<file path="src/pkg/ascp_pkg.sv">
// shared constants and types of the converter serial control port
package ascp_pkg;

  // width of one conversion code
  localparam int unsigned RES_W = 10;
  // index of the most significant result bit
  localparam logic [3:0] RES_TOP = 4'h9;
  // configuration word length, three-field and six-field variants
  localparam logic [2:0] CFG_LEN_SHORT = 3'h3;
  localparam logic [2:0] CFG_LEN_LONG  = 3'h6;
  // width of the configuration shift register
  localparam int unsigned CFG_W = 6;
  // result fifo shape
  localparam int unsigned FIFO_W = 10;
  localparam int unsigned FIFO_D = 8;
  // field positions inside a completed six-bit word, first bit received on top
  localparam int unsigned LONG_MODE_POS  = 5;
  localparam int unsigned LONG_ODD_POS   = 4;
  localparam int unsigned LONG_SEL1_POS  = 3;
  localparam int unsigned LONG_SEL0_POS  = 2;
  localparam int unsigned LONG_UNI_POS   = 1;
  localparam int unsigned LONG_ORDER_POS = 0;
  // field positions inside a completed three-bit word
  localparam int unsigned SHORT_MODE_POS  = 2;
  localparam int unsigned SHORT_ODD_POS   = 1;
  localparam int unsigned SHORT_ORDER_POS = 0;
  // configuration applied by the fixed variant: differential, unipolar
  localparam logic       FIXED_MODE = 1'h0;
  localparam logic       FIXED_ODD  = 1'h0;
  localparam logic [1:0] FIXED_SEL  = 2'h0;
  localparam logic       FIXED_UNI  = 1'h1;
  // reset values of the applied configuration
  localparam logic       RST_MODE  = 1'h0;
  localparam logic       RST_ODD   = 1'h0;
  localparam logic [1:0] RST_SEL   = 2'h0;
  localparam logic       RST_UNI   = 1'h1;
  localparam logic       RST_ORDER = 1'h1;

  // port sequencer states
  typedef enum logic [2:0] {
    ASCP_IDLE,
    ASCP_HUNT,
    ASCP_CONFIG,
    ASCP_ARM,
    ASCP_NULL,
    ASCP_MSB,
    ASCP_LSB,
    ASCP_FILL
  } ascp_state_t;

endpackage

</file>
<file path="src/hdl/ascp_serial_port.sv">
`timescale 1ns/100ps
module ascp_serial_port
  import ascp_pkg::*;
(
  input  wire logic             clk,
  input  wire logic             arst_n,
  input  wire logic             cs_n,
  input  wire logic             sclk,
  input  wire logic             data_in,
  output logic                  data_out,
  output logic                  data_oe,
  input  wire logic             fixed_variant,
  input  wire logic             wide_config,
  output logic                  conv_start,
  output logic                  input_mode_bit,
  output logic                  conv_odd_sign,
  output logic [1:0]            conv_channel_sel,
  output logic                  unipolar_select,
  output logic                  bit_order_select,
  input  wire logic [RES_W-1:0] result_data,
  input  wire logic             result_valid,
  output logic                  result_ready,
  output logic                  busy,
  output logic                  underrun
);

  // configuration word length for the variant in use
  function automatic logic [2:0] cfg_len(input logic wide);
    cfg_len = wide ? CFG_LEN_LONG : CFG_LEN_SHORT;
  endfunction

  // bit sent at a given position of the MSB-first run
  function automatic logic msb_bit(input logic [RES_W-1:0] res,
                                   input logic [3:0] pos);
    msb_bit = res[RES_TOP - pos];
  endfunction

  ascp_state_t      state_reg;     // sequencer state
  logic             sclk_prev_reg; // last sampled shift clock level
  logic             sclk_rise;     // shift clock went high this cycle
  logic             sclk_fall;     // shift clock went low this cycle
  logic [CFG_W-1:0] cfg_shift_reg; // configuration bits received so far
  logic [CFG_W-1:0] cfg_word;      // word including the bit now sampled
  logic [2:0]       cfg_cnt_reg;   // configuration bits received
  logic [3:0]       bit_cnt_reg;   // position inside the result runs
  logic [RES_W-1:0] res_reg;       // result being shifted out
  logic             out_reg;       // level launched on the data pin
  logic             oe_reg;        // data pin driven
  logic             start_reg;     // one-cycle conversion request
  logic             underrun_reg;  // result missing at the null bit
  logic             last_cfg;      // final configuration bit arrives now
  logic [RES_W-1:0] fifo_data;     // head of the result buffer
  logic             fifo_valid;    // buffer holds a result
  logic             fifo_pop;      // take the head now

  // shift clock is a synchronous input; edges found against its last level
  assign sclk_rise = sclk && !sclk_prev_reg;
  assign sclk_fall = !sclk && sclk_prev_reg;

  // the bit being sampled is appended combinationally, so the completing bit is decoded in its own cycle
  assign cfg_word = {cfg_shift_reg[CFG_W-2:0], data_in};
  assign last_cfg = (state_reg == ASCP_CONFIG) && sclk_rise && !cs_n
                    && (cfg_cnt_reg == cfg_len(wide_config) - 3'h1);

  // the head is taken at the falling edge that ends the null bit
  assign fifo_pop = (state_reg == ASCP_NULL) && sclk_fall && !cs_n;

  // results queue here so a slow host stalls the converter core only when
  // the buffer is full or select is high, both pushing back through result_ready
  ascp_fifo #(
    .WIDTH (FIFO_W),
    .DEPTH (FIFO_D)
  ) u_result_fifo (
    .clk      (clk),
    .arst_n   (arst_n),
    .flush    (cs_n),
    .wr_data  (result_data),
    .wr_valid (result_valid),
    .wr_ready (result_ready),
    .rd_data  (fifo_data),
    .rd_ready (fifo_pop),
    .rd_valid (fifo_valid)
  );

  // remember the previous shift clock level for edge detection
  always_ff @(posedge clk or negedge arst_n) begin
    if (!arst_n) begin
      sclk_prev_reg <= 1'h0;
    end else begin
      sclk_prev_reg <= sclk;
    end
  end

  // sequencer; a high select overrides everything and parks the port
  always_ff @(posedge clk or negedge arst_n) begin
    if (!arst_n) begin
      state_reg <= ASCP_IDLE;
    end else if (cs_n) begin
      state_reg <= ASCP_IDLE;
    end else begin
      case (state_reg)
        ASCP_IDLE: begin
          // select has just fallen: a new exchange opens
          if (fixed_variant) begin
            state_reg <= ASCP_ARM;
          end else begin
            state_reg <= ASCP_HUNT;
          end
        end
        ASCP_HUNT: begin
          // leading zeros are passed over
          if (sclk_rise && data_in) begin
            state_reg <= ASCP_CONFIG;
          end
        end
        ASCP_CONFIG: begin
          if (last_cfg) begin
            state_reg <= ASCP_ARM;
          end
        end
        ASCP_ARM: begin
          // next falling edge launches the null bit
          if (sclk_fall) begin
            state_reg <= ASCP_NULL;
          end
        end
        ASCP_NULL: begin
          if (sclk_fall) begin
            state_reg <= ASCP_MSB;
          end
        end
        ASCP_MSB: begin
          if (sclk_fall && (bit_cnt_reg == RES_TOP)) begin
            // order one ends in zeros, otherwise the run is repeated reversed
            if (bit_order_select) begin
              state_reg <= ASCP_FILL;
            end else begin
              state_reg <= ASCP_LSB;
            end
          end
        end
        ASCP_LSB: begin
          if (sclk_fall && (bit_cnt_reg == RES_TOP)) begin
            state_reg <= ASCP_FILL;
          end
        end
        ASCP_FILL: begin
          // zeros for as long as the host keeps clocking
          state_reg <= ASCP_FILL;
        end
        default: begin
          state_reg <= ASCP_IDLE;
        end
      endcase
    end
  end

  // configuration shift register and its bit count
  always_ff @(posedge clk or negedge arst_n) begin
    if (!arst_n) begin
      cfg_shift_reg <= '0;
      cfg_cnt_reg   <= 3'h0;
    end else if (cs_n) begin
      cfg_shift_reg <= '0;
      cfg_cnt_reg   <= 3'h0;
    end else if ((state_reg == ASCP_CONFIG) && sclk_rise) begin
      // sampled on the rising edge; nothing is taken once the word is whole
      cfg_shift_reg <= cfg_word;
      cfg_cnt_reg   <= cfg_cnt_reg + 3'h1;
    end
  end

  // applied configuration, held until the next word completes or a fixed-variant exchange opens
  always_ff @(posedge clk or negedge arst_n) begin
    if (!arst_n) begin
      input_mode_bit   <= RST_MODE;
      conv_odd_sign    <= RST_ODD;
      conv_channel_sel <= RST_SEL;
      unipolar_select  <= RST_UNI;
      bit_order_select <= RST_ORDER;
    end else if ((state_reg == ASCP_IDLE) && !cs_n && fixed_variant) begin
      // fixed variant: one differential pair, unipolar, reversed repeat
      input_mode_bit   <= FIXED_MODE;
      conv_odd_sign    <= FIXED_ODD;
      conv_channel_sel <= FIXED_SEL;
      unipolar_select  <= FIXED_UNI;
      bit_order_select <= 1'h0;
    end else if (last_cfg) begin
      if (wide_config) begin
        // host order: mode, odd/sign, select high, select low, uni, order
        input_mode_bit   <= cfg_word[LONG_MODE_POS];
        conv_odd_sign    <= cfg_word[LONG_ODD_POS];
        conv_channel_sel <= {cfg_word[LONG_SEL1_POS], cfg_word[LONG_SEL0_POS]};
        unipolar_select  <= cfg_word[LONG_UNI_POS];
        bit_order_select <= cfg_word[LONG_ORDER_POS];
      end else begin
        // short word has no select and no polarity field
        input_mode_bit   <= cfg_word[SHORT_MODE_POS];
        conv_odd_sign    <= cfg_word[SHORT_ODD_POS];
        conv_channel_sel <= RST_SEL;
        unipolar_select  <= RST_UNI;
        bit_order_select <= cfg_word[SHORT_ORDER_POS];
      end
    end
  end

  // conversion request pulse, one per exchange, with the fields above
  always_ff @(posedge clk or negedge arst_n) begin
    if (!arst_n) begin
      start_reg <= 1'h0;
    end else begin
      start_reg <= last_cfg
                   || ((state_reg == ASCP_IDLE) && !cs_n && fixed_variant);
    end
  end

  // result capture and position within the output runs
  always_ff @(posedge clk or negedge arst_n) begin
    if (!arst_n) begin
      res_reg     <= '0;
      bit_cnt_reg <= 4'h0;
    end else if (cs_n) begin
      bit_cnt_reg <= 4'h0;
    end else if (fifo_pop) begin
      // a missing result is sent as zeros rather than stalling the host
      res_reg     <= fifo_valid ? fifo_data : '0;
      bit_cnt_reg <= 4'h0;
    end else if (sclk_fall && (state_reg == ASCP_MSB)) begin
      // the reversed run shares the last bit, so it starts at position one
      bit_cnt_reg <= (bit_cnt_reg == RES_TOP) ? 4'h1 : bit_cnt_reg + 4'h1;
    end else if (sclk_fall && (state_reg == ASCP_LSB)) begin
      bit_cnt_reg <= bit_cnt_reg + 4'h1;
    end
  end

  // output level, launched on falling edges only
  always_ff @(posedge clk or negedge arst_n) begin
    if (!arst_n) begin
      out_reg <= 1'h0;
    end else if (cs_n) begin
      out_reg <= 1'h0;
    end else if (sclk_fall) begin
      case (state_reg)
        ASCP_ARM: begin
          out_reg <= 1'h0;
        end
        ASCP_NULL: begin
          // first result bit, straight from the buffer head
          out_reg <= fifo_valid ? fifo_data[RES_TOP] : 1'h0;
        end
        ASCP_MSB: begin
          if (bit_cnt_reg == RES_TOP) begin
            out_reg <= bit_order_select ? 1'h0 : res_reg[1];
          end else begin
            out_reg <= msb_bit(res_reg, bit_cnt_reg + 4'h1);
          end
        end
        ASCP_LSB: begin
          if (bit_cnt_reg == RES_TOP) begin
            out_reg <= 1'h0;
          end else begin
            out_reg <= res_reg[bit_cnt_reg + 4'h1];
          end
        end
        default: begin
          out_reg <= 1'h0;
        end
      endcase
    end
  end

  // output enable: off while receiving so a shared wire stays free
  always_ff @(posedge clk or negedge arst_n) begin
    if (!arst_n) begin
      oe_reg <= 1'h0;
    end else if (cs_n) begin
      oe_reg <= 1'h0;
    end else if ((state_reg == ASCP_ARM) && sclk_fall) begin
      oe_reg <= 1'h1;
    end
  end

  // flags a null bit that ended with no result in the buffer
  always_ff @(posedge clk or negedge arst_n) begin
    if (!arst_n) begin
      underrun_reg <= 1'h0;
    end else begin
      underrun_reg <= fifo_pop && !fifo_valid;
    end
  end

  // select gates the enable directly so release costs no extra cycle
  assign data_oe    = oe_reg && !cs_n;
  assign data_out   = out_reg;
  assign conv_start = start_reg;
  assign busy       = (state_reg != ASCP_IDLE);
  assign underrun   = underrun_reg;

endmodule

</file>
<file path="src/hdl/ascp_fifo.sv">
`timescale 1ns/100ps
// result buffer between the converter core and the serial shifter
module ascp_fifo #(
  parameter int unsigned WIDTH = 10,
  parameter int unsigned DEPTH = 8
) (
  input  wire logic             clk,
  input  wire logic             arst_n,
  input  wire logic             flush,
  input  wire logic [WIDTH-1:0] wr_data,
  input  wire logic             wr_valid,
  output logic                  wr_ready,
  output logic      [WIDTH-1:0] rd_data,
  input  wire logic             rd_ready,
  output logic                  rd_valid
);

  localparam int unsigned AW = $clog2(DEPTH);

  logic [WIDTH-1:0] mem [DEPTH];   // storage words
  logic [AW-1:0]    wr_ptr_reg;    // next slot to write
  logic [AW-1:0]    rd_ptr_reg;    // oldest slot
  logic [AW:0]      count_reg;     // words held
  logic             push;          // accepted write
  logic             pop;           // accepted read

  // honest flags from the occupancy count, both forced low during flush
  assign wr_ready = (count_reg != (AW+1)'(DEPTH)) && !flush;
  assign rd_valid = (count_reg != '0) && !flush;
  assign rd_data  = mem[rd_ptr_reg];
  assign push     = wr_valid && wr_ready;
  assign pop      = rd_ready && rd_valid;

  // storage array, written only on an accepted push
  always_ff @(posedge clk) begin
    if (push) begin
      mem[wr_ptr_reg] <= wr_data;
    end
  end

  // pointers and count; flush empties the buffer
  always_ff @(posedge clk or negedge arst_n) begin
    if (!arst_n) begin
      wr_ptr_reg <= '0;
      rd_ptr_reg <= '0;
      count_reg  <= '0;
    end else if (flush) begin
      wr_ptr_reg <= '0;
      rd_ptr_reg <= '0;
      count_reg  <= '0;
    end else begin
      if (push) begin
        wr_ptr_reg <= (wr_ptr_reg == AW'(DEPTH - 1)) ? '0 : wr_ptr_reg + AW'(1);
      end
      if (pop) begin
        rd_ptr_reg <= (rd_ptr_reg == AW'(DEPTH - 1)) ? '0 : rd_ptr_reg + AW'(1);
      end
      if (push && !pop) begin
        count_reg <= count_reg + (AW+1)'(1);
      end else if (pop && !push) begin
        count_reg <= count_reg - (AW+1)'(1);
      end
    end
  end

endmodule

</file>
<file path="config.mk">
export PLATFORM = sky130hd
export DESIGN_NAME = ascp_serial_port
export DESIGN_NICKNAME = d
export VERILOG_FILES = /design/src/pkg/ascp_pkg.sv /design/src/hdl/ascp_serial_port.sv /design/src/hdl/ascp_fifo.sv
export SDC_FILE = /design/constraint.sdc
export NUM_CORES = 1
export LEC_CHECK = 0
export ABC_AREA = 1
export BUFFER_PORTS_ARGS = -buffer_cell sky130_fd_sc_hd__buf_2
export CAP_MARGIN = 40
export CELL_PAD_IN_SITES_DETAIL_PLACEMENT = 1
export CELL_PAD_IN_SITES_GLOBAL_PLACEMENT = 2
export CORE_ASPECT_RATIO = 1.5
export CORE_MARGIN = 3
export CORE_UTILIZATION = 40
export DETAILED_ROUTE_END_ITERATION = 8
export HOLD_SLACK_MARGIN = 0.05
export PLACE_DENSITY_LB_ADDON = 0.1
export REMOVE_ABC_BUFFERS = 1
export SYNTH_ARGS = -nofsm -noshare
export SYNTH_HDL_FRONTEND = slang
export SYNTH_SLANG_ARGS = --single-unit
export TNS_END_PERCENT = 1
</file>
<file path="constraint.sdc">
create_clock -name clk -period 2.9 [get_ports clk]
set_clock_uncertainty 0.1 [all_clocks]
set_input_delay 0.145 -clock clk [delete_from_list [all_inputs] [get_ports clk]]
set_output_delay 0.145 -clock clk [all_outputs]
set_load 0.05 [all_outputs]
</file>
==> flow_summary.rst <==
.. list-table::
   :header-rows: 1

   * - Metric
     - Value
   * - Result of the run
     - completed
   * - CTS tree
     - done
   * - Required time at the worst-slack endpoint
     - 3.16 ns
   * - Wire length of the first global-routing pass
     - 22.8 mm
   * - Total stage count of the critical path
     - 12
   * - DRC violations left
     - 0
   * - Clock-pin slew of the registers on the worst-case setup and hold paths
     - 0.06 ns
   * - Number of instances in the synthesized netlist
     - 536
   * - Critical Path Source Type
     - flop
   * - Number of global-route vias before repair
     - 4521
   * - Largest area contributor in the synthesized netlist
     - sky130_fd_sc_hd__edfxtp_1
   * - Proportion of layout cells with a drive suffix above 1
     - 16.9%
   * - I/O pin count
     - 30
   * - HPWL after DPL
     - 9.60 mm
   * - Hold Violations, Final
     - 0
   * - Part of the cycle the worst path needs
     - 83.6%
   * - Finished layout cell area
     - 6750 sq um
   * - RSZ-0062 raised after global routing
     - no
   * - Floorplan die height
     - 151 um
   * - Reg2reg setup slack
     - 0.48 ns
   * - Share of power burned in registers
     - 43.8%
   * - Crit path max-delay cell type
     - sky130_fd_sc_hd__dfrtp_1
   * - Antenna Nets Post-Route
     - 0
   * - Top cell types by occurrence after synthesis
     - sky130_fd_sc_hd__edfxtp_1 (80), sky130_fd_sc_hd__nand2_1 (77), sky130_fd_sc_hd__nor2_1 (62), sky130_fd_sc_hd__o21ai_0 (56), sky130_fd_sc_hd__inv_1 (48)
   * - Synth async-reset ratio
     - 36.5%
   * - Setup total negative slack
     - 0 ns
   * - Starting density of the core
     - 41.3%
   * - Mean instance size in the synthesized netlist
     - 10.5 sq um
   * - RePlAce Congestion
     - 0.842
   * - Count of TritonRoute iterations in the first routing pass
     - 4
   * - Buffer depth of the longest clock path
     - 2
   * - DR vias
     - 4146
   * - Max_slew headroom
     - 52.0%
   * - Min setup slack post-route
     - 0.477 ns
   * - Count of hold-fix buffers inserted at cts
     - 17
   * - Portion of total power attributed to combinational logic
     - 15.5%
   * - CORE AREA
     - 13700 sq um
   * - Later-pin clock latency in the skew report
     - 0.42 ns
   * - Antenna diode count
     - 0
   * - Largest net degree at the start of global routing
     - 43
   * - Crit-path most repeated cell
     - sky130_fd_sc_hd__nand2_1
   * - Floorplan die area
     - 15600 sq um
   * - Number of antenna violations at the first check in global routing
     - 0
   * - Number of cells traversed by the worst register-to-register path
     - 12
   * - Area after detailed placement
     - 6020 sq um
   * - Total count of max-transition violations in the final report
     - 0
   * - Worst-path fanout max
     - 16
   * - Kind of path behind the tightest hold check
     - primary input to async pin
   * - Final setup violation count
     - 0
   * - Top achievable clock speed
     - 413 MHz
   * - Post-synthesis to final-layout area growth
     - 19.8%
   * - Clock tree sinks
     - 126
   * - Worst IR drop on VDD
     - 0.381 mV
   * - Global-route congestion overflow total
     - 0
   * - CTS root buf
     - sky130_fd_sc_hd__clkbuf_16
   * - Data arrival time of the critical path
     - 2.68 ns
   * - Critical R2R Launch
     - bit_cnt_reg[0]$_DFFE_PN0P_
   * - Die width
     - 103 um
   * - Per-cell via count in the routed design
     - 5.38
   * - Flip-flop cell with the highest count after synthesis
     - sky130_fd_sc_hd__edfxtp_1
   * - Mapped cell area
     - 5640 sq um
   * - Critical path capture point type
     - flop
   * - Number of max-cap violations
     - 0
   * - Power Density
     - 733 nW/um^2
   * - Count of warnings emitted by yosys
     - 0
   * - DRT Wirelength
     - 14.1 mm
   * - Leakage power
     - 2.79 nW
   * - Crit Path Class
     - flop to flop
   * - Cell row count
     - 52
   * - Switching power
     - 1.43 mW
   * - Delay contributed by the slowest stage of the critical path
     - 0.56 ns
   * - Worst setup slack before clock tree synthesis
     - 0.471 ns
   * - Final critical-path required period
     - 2.42 ns
   * - Worst-Margin Slew
     - 0.720 ns
   * - CP bufs+invs
     - 1
   * - CTS resizes
     - 0
   * - Max FFs per register
     - 80
   * - H-tree level count
     - 4
   * - Count of distinct cell types in the synthesized netlist
     - 38
   * - Kind of cell with the highest combined delay on the critical path
     - simple AND/OR/NAND/NOR gates
   * - Clock buffer count from CTS
     - 17
   * - Total GRT Usage
     - 19.6%
   * - Detailed-route wire length per cell
     - 18.3 um
   * - Share of the yosys chip area belonging to registers
     - 63.1%
   * - Detailed router's first-iteration violation count
     - 107
   * - Quantity of I/O buffers inserted on ports
     - 29
   * - Clock Power Share
     - 40.7%
   * - Share of the synthesized area in the top cell type
     - 42.6%
   * - Most common cell in the netlist
     - sky130_fd_sc_hd__edfxtp_1
   * - Top area cells in the synthesized netlist
     - sky130_fd_sc_hd__edfxtp_1 (43%), sky130_fd_sc_hd__dfrtp_1 (20%), sky130_fd_sc_hd__nand2_1 (5.1%), sky130_fd_sc_hd__o21ai_0 (5.0%), sky130_fd_sc_hd__nor2_1 (4.1%)
   * - Post-synth EDFFs
     - 80
   * - Number of storage elements in the synthesis netlist
     - 126
   * - Number of nets in the final layout
     - 625
   * - Int Power
     - 3.51 mW
   * - Share of total power consumed by net switching
     - 29.0%
   * - Cells traversed along the worst timing path
     - ha_1, xnor2_1, ha_1, inv_1, nand2_1, nor3_1, nand3_1, nand3_1, nand2_1, nand3_1, nand2_1, nand2_1
   * - Post-CTS setup buffers
     - 0
   * - Terminus of the critical flop-to-flop path
     - data_out$_DFFE_PN0N_
## layout by cell type, fill, tap and decap left out, types with 10 or more instances in the layout
master                          instances
sky130_fd_sc_hd__edfxtp_1              80
sky130_fd_sc_hd__nand2_1               77
sky130_fd_sc_hd__nor2_1                62
sky130_fd_sc_hd__o21ai_0               56
sky130_fd_sc_hd__inv_1                 48
sky130_fd_sc_hd__dfrtp_1               44
sky130_fd_sc_hd__nand3_1               33
sky130_fd_sc_hd__buf_2                 29
sky130_fd_sc_hd__o22ai_1               18
sky130_fd_sc_hd__clkbuf_16             17
sky130_fd_sc_hd__dlygate4sd3_1         17
sky130_fd_sc_hd__buf_4                 15
sky130_fd_sc_hd__o211ai_1              12
sky130_fd_sc_hd__nand2_2               10
sky130_fd_sc_hd__ha_1                  10
## kinds of logic (layout without fill, tap and decap cells)
family	count (synthesis)	after routing	share of synthesized area [%]
simple gates	201	201	16.0
xor+xnor	2	2	0.311
flops	126	126	63.1
compound gates	119	119	12.6
fa+ha+maj	11	11	2.57
buf+inv	77	150	5.39
## area by class of cell
| cell class | instances | area, sq um |
|---|---|---|
| Timing Repair Buffer | 62 | 448 |
| Inverter | 56 | 211 |
| Clock buffer | 17 | 425 |
| Sequential cell | 126 | 3560 |
| Fill cell | 1499 | 6910 |
| Clock inverter | 15 | 134 |
| Multi-Input combinational cell | 333 | 1780 |
| Tap cell | 162 | 203 |
## metrics by stage
stage                     std cells  hold slack (ns)  utilization, %  power [mW]
after CTS                       771            0.137            49.4        5.01
after global placement          721            0.173            43.9        2.93
after detailed placement        722           0.0468            44.1        2.96
after global routing            771            0.181            49.4        5.19
after floorplan                 515           -0.251               -        2.71
final                           771            0.133            49.4        4.95
## worst max path at each step
stage,startpoint,to
after floorplan,u_result_fifo.rd_ptr_reg[0]$_DFFE_PN0P_,res_reg[0]$_DFFE_PN0P_
after global placement,state_reg[0]$_DFFE_PN0P_,u_result_fifo.count_reg[3]$_DFFE_PN0P_
after detailed placement,bit_cnt_reg[0]$_DFFE_PN0P_,data_out$_DFFE_PN0N_
after CTS,bit_cnt_reg[0]$_DFFE_PN0P_,data_out$_DFFE_PN0N_
after global routing,bit_cnt_reg[0]$_DFFE_PN0P_,data_out$_DFFE_PN0N_
final,bit_cnt_reg[0]$_DFFE_PN0P_,data_out$_DFFE_PN0N_
## per-layer routing
layer | vias up | global-route usage (%) | part of all wire, %
met4 | 0 | 8.81 | 2.6
met5 | - | 0 | 0
met3 | 24 | 3.27 | 2.0
met2 | 56 | 37.8 | 56
met1 | 2066 | 19.9 | 39
li1 | 2000 | - | -
## power groups by stage
stage	combinational (mW)	sequential (mW)	clock, mW
final	0.768	2.17	2.01
after global routing	0.876	2.19	2.13
after CTS	0.786	2.17	2.05
after detailed placement	0.758	2.20	0
after global placement	0.737	2.20	0
after floorplan	0.527	2.19	0
No activity file was read; power rests on OpenSTA's default activity.
